==> src/lepc_pkg.sv <==
// Package for the line energy power control block: register map, field
// positions, reset values and timing constants.
// Assumes a 50 MHz system clock and a 5-bit management register address.
package lepc_pkg;

  // Management register addresses.
  localparam logic [4:0] LEPC_ADDR_PAGE_SELECT = 5'h13;
  localparam logic [4:0] LEPC_ADDR_ENERGY_WATCH = 5'h1d;

  // Field positions of energy_watch_control.
  localparam int LEPC_BIT_ENABLE = 15;
  localparam int LEPC_BIT_AUTO_WAKE = 14;
  localparam int LEPC_BIT_AUTO_SLEEP = 13;
  localparam int LEPC_BIT_MANUAL = 12;
  localparam int LEPC_BIT_BURST_DIS = 11;
  localparam int LEPC_BIT_PWR_STATE = 10;
  localparam int LEPC_BIT_ERR_HIT = 9;
  localparam int LEPC_BIT_DATA_HIT = 8;
  localparam int LEPC_ERR_THR_MSB = 7;
  localparam int LEPC_ERR_THR_LSB = 4;
  localparam int LEPC_DATA_THR_MSB = 3;
  localparam int LEPC_DATA_THR_LSB = 0;

  // Reset values.
  localparam logic LEPC_RST_AUTO_WAKE = 1'b1;
  localparam logic LEPC_RST_AUTO_SLEEP = 1'b1;
  localparam logic LEPC_RST_BURST_DIS = 1'b0;
  localparam logic [3:0] LEPC_RST_ERR_THR = 4'h1;
  localparam logic [3:0] LEPC_RST_DATA_THR = 4'h1;
  localparam logic [1:0] LEPC_RST_PAGE = 2'h0;

  // Page select code that opens the link diagnostics page.
  localparam logic [1:0] LEPC_PAGE_DIAG = 2'h2;

  // Pulse burst lengths.
  localparam logic [2:0] LEPC_BURST_LONG = 3'h4;
  localparam logic [2:0] LEPC_BURST_SHORT = 3'h1;

  // Idle time after which event counters restart.
  localparam longint LEPC_CLK_HZ = 50000000;
  localparam longint LEPC_IDLE_SEC = 2;
  localparam longint LEPC_IDLE_CYCLES = LEPC_IDLE_SEC * LEPC_CLK_HZ;

  // Writable control fields of energy_watch_control.
  typedef struct packed {
    logic energy_watch_enable;
    logic auto_wake_enable;
    logic auto_sleep_enable;
    logic pulse_burst_disable;
    logic [3:0] error_event_threshold;
    logic [3:0] data_event_threshold;
  } lepc_ctrl_t;

  // Register port request.
  typedef struct packed {
    logic wr;
    logic rd;
    logic [4:0] addr;
    logic [15:0] wdata;
  } lepc_req_t;

endpackage

==> src/lepc_line_energy_power_control.sv <==
// Energy-detect power management for one transceiver port.
// Assumes event inputs are one-cycle pulses synchronous to clk_sys_i and
// that the register port issues at most one read or write per cycle.
`timescale 1ns/100ps

module lepc_line_energy_power_control #(
  parameter int unsigned IDLE_CYCLES = 32'(lepc_pkg::LEPC_IDLE_CYCLES),
  parameter int unsigned PULSE_GAP = 2
) (
  // Clock and reset.
  input wire logic clk_sys_i,
  input wire logic rst_n_i,
  // Configuration strap, sampled during reset.
  input wire logic strap_energy_en_i,
  // Register port.
  input wire logic reg_wr_i,
  input wire logic reg_rd_i,
  input wire logic [4:0] reg_addr_i,
  input wire logic [15:0] reg_wdata_i,
  output logic [15:0] reg_rdata_o,
  // Line side.
  input wire logic data_event_i,
  input wire logic error_event_i,
  input wire logic line_energy_i,
  output logic power_up_o,
  output logic pulse_o,
  // Page control.
  output logic diag_page_open_o
);

  typedef enum logic {LEPC_ST_DOWN, LEPC_ST_UP} lepc_state_t;

  lepc_pkg::lepc_ctrl_t ctrl_reg;
  lepc_pkg::lepc_req_t req;
  lepc_state_t state_reg;
  lepc_state_t state_next;
  logic [1:0] page_reg;
  logic [4:0] data_cnt_reg;
  logic [4:0] err_cnt_reg;
  logic [31:0] idle_cnt_reg;
  logic idle_expired;
  logic data_hit_reg;
  logic err_hit_reg;
  logic [2:0] pulses_left_reg;
  logic [31:0] gap_cnt_reg;
  logic pulse_reg;
  logic [15:0] rdata_reg;
  logic wr_watch;
  logic rd_watch;
  logic manual_toggle;
  logic [15:0] watch_view;

  // Count that saturates at its top value rather than wrapping back to zero.
  function automatic logic [4:0] lepc_sat_inc(input logic [4:0] v);
    lepc_sat_inc = (v == 5'h1f) ? v : v + 5'h01;
  endfunction

  // Threshold test shared by the data and error counters.
  function automatic logic lepc_met(input logic [4:0] cnt, input logic [3:0] thr);
    lepc_met = (cnt >= {1'b0, thr});
  endfunction

  // Decode of the register port.
  assign req = '{wr: reg_wr_i, rd: reg_rd_i, addr: reg_addr_i, wdata: reg_wdata_i};
  assign wr_watch = req.wr && (req.addr == lepc_pkg::LEPC_ADDR_ENERGY_WATCH);
  assign rd_watch = req.rd && (req.addr == lepc_pkg::LEPC_ADDR_ENERGY_WATCH);
  assign manual_toggle = wr_watch && req.wdata[lepc_pkg::LEPC_BIT_MANUAL];
  assign idle_expired = (idle_cnt_reg >= IDLE_CYCLES - 1);

  // Writable control fields; enable reloads from strap during reset.
  always_ff @(posedge clk_sys_i)
  begin
    if (!rst_n_i)
    begin
      ctrl_reg.energy_watch_enable <= strap_energy_en_i;
      ctrl_reg.auto_wake_enable <= lepc_pkg::LEPC_RST_AUTO_WAKE;
      ctrl_reg.auto_sleep_enable <= lepc_pkg::LEPC_RST_AUTO_SLEEP;
      ctrl_reg.pulse_burst_disable <= lepc_pkg::LEPC_RST_BURST_DIS;
      ctrl_reg.error_event_threshold <= lepc_pkg::LEPC_RST_ERR_THR;
      ctrl_reg.data_event_threshold <= lepc_pkg::LEPC_RST_DATA_THR;
    end
    else if (wr_watch)
    begin
      ctrl_reg.energy_watch_enable <= req.wdata[lepc_pkg::LEPC_BIT_ENABLE];
      ctrl_reg.auto_wake_enable <= req.wdata[lepc_pkg::LEPC_BIT_AUTO_WAKE];
      ctrl_reg.auto_sleep_enable <= req.wdata[lepc_pkg::LEPC_BIT_AUTO_SLEEP];
      ctrl_reg.pulse_burst_disable <= req.wdata[lepc_pkg::LEPC_BIT_BURST_DIS];
      ctrl_reg.error_event_threshold <=
        req.wdata[lepc_pkg::LEPC_ERR_THR_MSB:lepc_pkg::LEPC_ERR_THR_LSB];
      ctrl_reg.data_event_threshold <=
        req.wdata[lepc_pkg::LEPC_DATA_THR_MSB:lepc_pkg::LEPC_DATA_THR_LSB];
    end
  end

  // Page select register; only the diagnostics code opens the page.
  always_ff @(posedge clk_sys_i)
  begin
    if (!rst_n_i)
    begin
      page_reg <= lepc_pkg::LEPC_RST_PAGE;
    end
    else if (req.wr && (req.addr == lepc_pkg::LEPC_ADDR_PAGE_SELECT))
    begin
      page_reg <= req.wdata[1:0];
    end
  end

  assign diag_page_open_o = (page_reg == lepc_pkg::LEPC_PAGE_DIAG);

  // Idle timer: runs between data events, so noise bursts cannot pile up
  // across long quiet gaps.
  always_ff @(posedge clk_sys_i)
  begin
    if (!rst_n_i || data_event_i || idle_expired)
    begin
      idle_cnt_reg <= 32'h0000_0000;
    end
    else
    begin
      idle_cnt_reg <= idle_cnt_reg + 32'h0000_0001;
    end
  end

  // Event counters; they also restart on every power state change so each
  // new state counts afresh.
  always_ff @(posedge clk_sys_i)
  begin
    if (!rst_n_i || idle_expired || (state_next != state_reg))
    begin
      data_cnt_reg <= 5'h00;
      err_cnt_reg <= 5'h00;
    end
    else
    begin
      if (data_event_i)
      begin
        data_cnt_reg <= lepc_sat_inc(data_cnt_reg);
      end
      if (error_event_i)
      begin
        err_cnt_reg <= lepc_sat_inc(err_cnt_reg);
      end
    end
  end

  // Sticky threshold flags; a new hit in the read cycle wins over the clear.
  always_ff @(posedge clk_sys_i)
  begin
    if (!rst_n_i)
    begin
      data_hit_reg <= 1'b0;
      err_hit_reg <= 1'b0;
    end
    else
    begin
      if (lepc_met(data_cnt_reg, ctrl_reg.data_event_threshold))
      begin
        data_hit_reg <= 1'b1;
      end
      else if (rd_watch)
      begin
        data_hit_reg <= 1'b0;
      end
      if (lepc_met(err_cnt_reg, ctrl_reg.error_event_threshold))
      begin
        err_hit_reg <= 1'b1;
      end
      else if (rd_watch)
      begin
        err_hit_reg <= 1'b0;
      end
    end
  end

  // Power state decision. The error flag deliberately drives nothing here.
  always_comb
  begin
    state_next = state_reg;
    case (state_reg)
      LEPC_ST_DOWN:
      begin
        if (!ctrl_reg.energy_watch_enable)
        begin
          state_next = LEPC_ST_UP;
        end
        else if (manual_toggle)
        begin
          state_next = LEPC_ST_UP;
        end
        else if (ctrl_reg.auto_wake_enable &&
                 lepc_met(data_cnt_reg, ctrl_reg.data_event_threshold))
        begin
          state_next = LEPC_ST_UP;
        end
      end
      LEPC_ST_UP:
      begin
        if (!ctrl_reg.energy_watch_enable)
        begin
          state_next = LEPC_ST_UP;
        end
        else if (manual_toggle)
        begin
          state_next = LEPC_ST_DOWN;
        end
        else if (ctrl_reg.auto_sleep_enable && !line_energy_i)
        begin
          state_next = LEPC_ST_DOWN;
        end
      end
      default:
      begin
        state_next = LEPC_ST_UP;
      end
    endcase
  end

  // Power state register; out of reset the transceiver is powered.
  always_ff @(posedge clk_sys_i)
  begin
    if (!rst_n_i)
    begin
      state_reg <= LEPC_ST_UP;
    end
    else
    begin
      state_reg <= state_next;
    end
  end

  assign power_up_o = (state_reg == LEPC_ST_UP);

  // Pulse burst at each driver power-up, spaced PULSE_GAP cycles apart.
  // A power-down mid-burst abandons the rest of the burst.
  always_ff @(posedge clk_sys_i)
  begin
    if (!rst_n_i)
    begin
      pulses_left_reg <= 3'h0;
      gap_cnt_reg <= 32'h0000_0000;
      pulse_reg <= 1'b0;
    end
    else if ((state_reg == LEPC_ST_DOWN) && (state_next == LEPC_ST_UP))
    begin
      pulses_left_reg <= ctrl_reg.pulse_burst_disable ?
                         lepc_pkg::LEPC_BURST_SHORT : lepc_pkg::LEPC_BURST_LONG;
      gap_cnt_reg <= 32'h0000_0000;
      pulse_reg <= 1'b0;
    end
    else if ((state_reg == LEPC_ST_UP) && (state_next == LEPC_ST_UP) && (pulses_left_reg != 3'h0))
    begin
      if (gap_cnt_reg == 32'h0000_0000)
      begin
        pulse_reg <= 1'b1;
        pulses_left_reg <= pulses_left_reg - 3'h1;
        gap_cnt_reg <= PULSE_GAP - 1;
      end
      else
      begin
        pulse_reg <= 1'b0;
        gap_cnt_reg <= gap_cnt_reg - 32'h0000_0001;
      end
    end
    else
    begin
      pulses_left_reg <= 3'h0;
      pulse_reg <= 1'b0;
    end
  end

  assign pulse_o = pulse_reg;

  // Read view; the manual bit always reads back as zero.
  always_comb
  begin
    watch_view = 16'h0000;
    watch_view[lepc_pkg::LEPC_BIT_ENABLE] = ctrl_reg.energy_watch_enable;
    watch_view[lepc_pkg::LEPC_BIT_AUTO_WAKE] = ctrl_reg.auto_wake_enable;
    watch_view[lepc_pkg::LEPC_BIT_AUTO_SLEEP] = ctrl_reg.auto_sleep_enable;
    watch_view[lepc_pkg::LEPC_BIT_BURST_DIS] = ctrl_reg.pulse_burst_disable;
    watch_view[lepc_pkg::LEPC_BIT_PWR_STATE] = (state_reg == LEPC_ST_UP);
    watch_view[lepc_pkg::LEPC_BIT_ERR_HIT] = err_hit_reg;
    watch_view[lepc_pkg::LEPC_BIT_DATA_HIT] = data_hit_reg;
    watch_view[lepc_pkg::LEPC_ERR_THR_MSB:lepc_pkg::LEPC_ERR_THR_LSB] =
      ctrl_reg.error_event_threshold;
    watch_view[lepc_pkg::LEPC_DATA_THR_MSB:lepc_pkg::LEPC_DATA_THR_LSB] =
      ctrl_reg.data_event_threshold;
  end

  // Read data is registered and holds until the next read.
  always_ff @(posedge clk_sys_i)
  begin
    if (!rst_n_i)
    begin
      rdata_reg <= 16'h0000;
    end
    else if (req.rd)
    begin
      if (req.addr == lepc_pkg::LEPC_ADDR_ENERGY_WATCH)
      begin
        rdata_reg <= watch_view;
      end
      else if (req.addr == lepc_pkg::LEPC_ADDR_PAGE_SELECT)
      begin
        rdata_reg <= {14'h0000, page_reg};
      end
      else
      begin
        rdata_reg <= 16'h0000;
      end
    end
  end

  assign reg_rdata_o = rdata_reg;

endmodule // lepc_line_energy_power_control

==> config.mk <==
export PLATFORM = sky130hd
export DESIGN_NAME = lepc_line_energy_power_control
export DESIGN_NICKNAME = d
export VERILOG_FILES = /design/src/lepc_pkg.sv /design/src/lepc_line_energy_power_control.sv
export SDC_FILE = /design/constraint.sdc
export NUM_CORES = 1
export LEC_CHECK = 0
export ABC_AREA = 1
export ABC_CLOCK_PERIOD_IN_PS = 3300
export BUFFER_PORTS_ARGS = -buffer_cell sky130_fd_sc_hd__buf_4
export CORE_ASPECT_RATIO = 1.25
export CORE_MARGIN = 4
export CORE_UTILIZATION = 59
export DETAILED_ROUTE_END_ITERATION = 10
export MAX_ROUTING_LAYER = met4
export PLACE_DENSITY = 0.75
export REMOVE_ABC_BUFFERS = 1
export SLEW_MARGIN = 25
export SYNTH_ARGS = -nofsm -noshare
export SYNTH_HDL_FRONTEND = slang
export SYNTH_SLANG_ARGS = --single-unit
export TNS_END_PERCENT = 100
==> constraint.sdc <==
create_clock -name clk_sys_i -period 3.3 [get_ports clk_sys_i]
set_clock_uncertainty 0.1 [all_clocks]
set_input_delay 0.825 -clock clk_sys_i [delete_from_list [all_inputs] [get_ports clk_sys_i]]
set_output_delay 0.825 -clock clk_sys_i [all_outputs]
set_load 0.02 [all_outputs]
==> parameters.txt <==
Parameter                              Value

Status
  Status ... completed

Logic synthesis
  Flop and latch count out of synthesis ... 110
  Cell area after synthesis ... 5316 sq um
  Cell type contributing the most total cell area after synthesis ... sky130_fd_sc_hd__dfxtp_1
  Proportion of netlist area held by the largest area contributor ... 41.04%
  Most instantiated library cell after synthesis ... sky130_fd_sc_hd__nand2_1
  Number of warnings issued by yosys ... 0
  Number of synthesized flops with an enable pin ... 1
  Average cell area after synthesis ... 7.374 sq um
  List of most frequent post-synthesis cells ... 146 x sky130_fd_sc_hd__nand2_1, 128 x sky130_fd_sc_hd__nor2_1, 109 x sky130_fd_sc_hd__dfxtp_1
  Primary FF master, synth ... sky130_fd_sc_hd__dfxtp_1
  Proportion of synthesized flip-flops having asynchronous set or reset ... 0%
  Number of instances in the synthesized netlist ... 721
  Sequential fraction of the synthesis area ... 41.61%
  Synth area leaders ... sky130_fd_sc_hd__dfxtp_1 41%, sky130_fd_sc_hd__nand2_1 10%, sky130_fd_sc_hd__nor2_1 9.0%, sky130_fd_sc_hd__inv_1 5.8%, sky130_fd_sc_hd__xor2_1 5.3%
  Number of distinct library cells after synthesis ... 41

Power and ir drop
  Leakage power ... 2.488 nW
  Pwr dens ... 718.3 nW/um^2
  Peak ir drop on the vdd network ... 0.0003197 V

Clocking
  Post-cts gate resize count ... 0
  Buffer count from post-CTS setup fixing ... 0
  Clock network latency to the later pin of the worst-skew pair ... 380 ps
  CTS Hold Bufs ... 0
  Maximum root-to-sink buffer count ... 2
  Root Buffer Master ... sky130_fd_sc_hd__clkbuf_8
  Clock-pin slew on the worst setup and hold paths ... 100 ps
  Number of sinks driven by the clock tree ... 110
  Inserted Clock Buffers ... 9
  CTS tree ... yes
  H-Tree Level Count ... 3

Finish
  Share of layout cells above drive strength 1 ... 11.76%
  Ant diodes ... 0
  Net count, final ... 817
  Final-layout fill cell count ... 806
  Utilization of the core after routing ... 68.02%
  Final std cells w/o fill ... 894
  Layout Area Growth over Synthesis ... 11.93%

Timing
  Sum of negative setup slack ... 0 ps
  Clock period minus worst slack ... 2733 ps
  Period utilisation layout ... 82.82%
  Final Slew Violations ... 0
  Transition time of the tightest slew-check pin ... 609.5 ps
  Max_slew headroom ... 59.27%
  RSZ-0062 raised after global routing ... no
  Final-report hold violation count ... 0
  Final count of negative-setup-slack endpoints ... 0
  Timing-limited maximum frequency ... 365.9 MHz

Critical path
  Worst path arrival time ... 2910 ps
  CP Data Required Time ... 3470 ps
  Kind of launch point of the worst setup path ... register
  Maximum fanout along the worst path ... 8
  Critical path class ... register to register
  Element type at the critical path end ... register

Run
  Number of maximum-capacitance violations ... 0

Placed design
  Last weighted congestion value of the routability-driven placer ... 0.8877
  Final HPWL DP ... 8018 um
  Cells after DPL ... 879
  Number of buffers inserted by port buffering ... 43

Drt
  Post-route DRC ... 0
  Post-DR wirelength/cell ... 11.93 um
  DR pass1 iterations ... 5
  Count of antenna-violating nets left after detailed routing ... 0
  1st-iter DRT viols ... 201
  Via density per instance ... 5.060
  Via count of the routed design ... 4524
  Total length of routed wires ... 10670 um

Die
  # IOs ... 48
  Die boundary height ... 114.1 um
  Row Count ... 38
  Initial cell density of the core ... 60.77%
  Floorplan die width ... 92.91 um
  Die area ... 10600 sq um
  Core Box Area ... 8748 sq um

Min path
  Class of the most critical hold timing path ... register to register

Global routing
  Largest net degree at the start of global routing ... 31
  Number of global-route vias before repair ... 4505
  Total congestion overflow after global routing ... 0
  Initial antenna violation count ... 0
  Overall fraction of global-route tracks in use ... 22.53%
  Global-route wire length before repair ... 19130 um
==> cell families (layout without fill, tap and decap cells) <==
logic type	after synthesis	count (layout)	synth area share [%]
simple gates	379	379	32.05
flops	110	110	41.61
buf+inv	98	146	7.319
compound gates	67	67	6.707
xor+xnor	44	44	7.249
fa+ha+maj	18	18	4.236
mux	4	4	0.7531
other cells	1	6	0.07054
==> stage by stage <==
| step | area, sq um | power [mW] | hold slack, ps | setup slack, ps |
|---|---|---|---|---|
| after floorplan | 5263 | 3.143 | 325.5 | 24.49 |
| after global placement | 5766 | 3.483 | 343.9 | 344.7 |
| after detailed placement | 5766 | 3.533 | 353.3 | 310.0 |
| after CTS | 5951 | 4.314 | 367.4 | 555.7 |
| after global routing | 5951 | 4.688 | 386.3 | 277.3 |
| final | 5951 | 4.275 | 365.7 | 567.1 |
==> layer usage <==
metal	track usage [%]	vias to the layer above	wire [um]
li1	-	2378	-
met2	39.16	42	5528
met5	-	-	0
met4	9.873	0	182
met3	2.630	14	213
met1	26.13	2090	4742
==> final timing paths <==
check               from         endpoint  slack (ps)  cells after the start
min reg2reg  ctrl_reg[5]   reg_rdata_o[5]         370                      2
max          ctrl_reg[3]  gap_cnt_reg[30]         570                     20
min          ctrl_reg[5]   reg_rdata_o[5]         370                      2
max reg2reg  ctrl_reg[3]  gap_cnt_reg[30]         570                     20
==> cell type report <==
class | count | area [sq um] | share of cell area, %
multi-input cells | 518 | 2734 | 45.94
repair buffers | 47 | 352.8 | 5.929
clock inverters | 2 | 16.27 | 0.2733
clock buffers | 13 | 168.9 | 2.839
inverters | 84 | 316.6 | 5.320
well taps | 120 | 150.1 | 2.523
flip-flops and latches | 110 | 2212 | 37.17
==> critical path: stages (launching register included) <==
cell                       delay [ps]
sky130_fd_sc_hd__dfxtp_1          340
sky130_fd_sc_hd__inv_1             70
sky130_fd_sc_hd__ha_1             290
sky130_fd_sc_hd__inv_1             40
sky130_fd_sc_hd__nor2_1            90
sky130_fd_sc_hd__nand3_1           70
sky130_fd_sc_hd__nand3_1          130
sky130_fd_sc_hd__nand2_1           60
sky130_fd_sc_hd__nand2_1          100
sky130_fd_sc_hd__nand2_1           70
sky130_fd_sc_hd__nand2_1           70
sky130_fd_sc_hd__ha_1             190
sky130_fd_sc_hd__nand2_4          100
sky130_fd_sc_hd__clkinv_2         120
sky130_fd_sc_hd__nand3_4           90
sky130_fd_sc_hd__nor2_4           130
sky130_fd_sc_hd__nand2_2          130
sky130_fd_sc_hd__nor2_2           170
sky130_fd_sc_hd__nand2_1           90
sky130_fd_sc_hd__xor2_1           140
sky130_fd_sc_hd__nor2_1            50
==> power by group <==
group | switching [mW] | total (mW) | leakage, nW | internal (mW)
sequential | 0.168 | 1.68 | 0.892 | 1.52
combinational | 1.18 | 1.82 | 1.50 | 0.644
clock | 0.435 | 0.770 | 0.0917 | 0.335
==> cells in the final DEF (no fill, tap or decap), types with 2 or more instances in the layout <==
cell	n
sky130_fd_sc_hd__or2_2	6
sky130_fd_sc_hd__nand3_1	38
sky130_fd_sc_hd__nor2_1	128
sky130_fd_sc_hd__nor4_1	4
sky130_fd_sc_hd__dfxtp_1	109
sky130_fd_sc_hd__nand3b_1	4
sky130_fd_sc_hd__nand3_2	2
sky130_fd_sc_hd__nand2_4	2
sky130_fd_sc_hd__a211oi_1	2
sky130_fd_sc_hd__nand2_1	146
sky130_fd_sc_hd__clkbuf_8	12
sky130_fd_sc_hd__ha_1	18
sky130_fd_sc_hd__inv_1	82
sky130_fd_sc_hd__nand4_1	16
sky130_fd_sc_hd__mux2i_1	4
sky130_fd_sc_hd__xnor2_1	12
sky130_fd_sc_hd__a21oi_1	42
sky130_fd_sc_hd__nand2_2	4
sky130_fd_sc_hd__nor2_4	5
sky130_fd_sc_hd__nor2_2	4
sky130_fd_sc_hd__o21ai_0	16
sky130_fd_sc_hd__a31oi_1	2
sky130_fd_sc_hd__buf_4	47
sky130_fd_sc_hd__xor2_1	32
sky130_fd_sc_hd__conb_1	6
sky130_fd_sc_hd__o211ai_1	3
sky130_fd_sc_hd__nor3_1	12
sky130_fd_sc_hd__and3_1	2
Note: power is estimated with default switching activity, not from simulation.
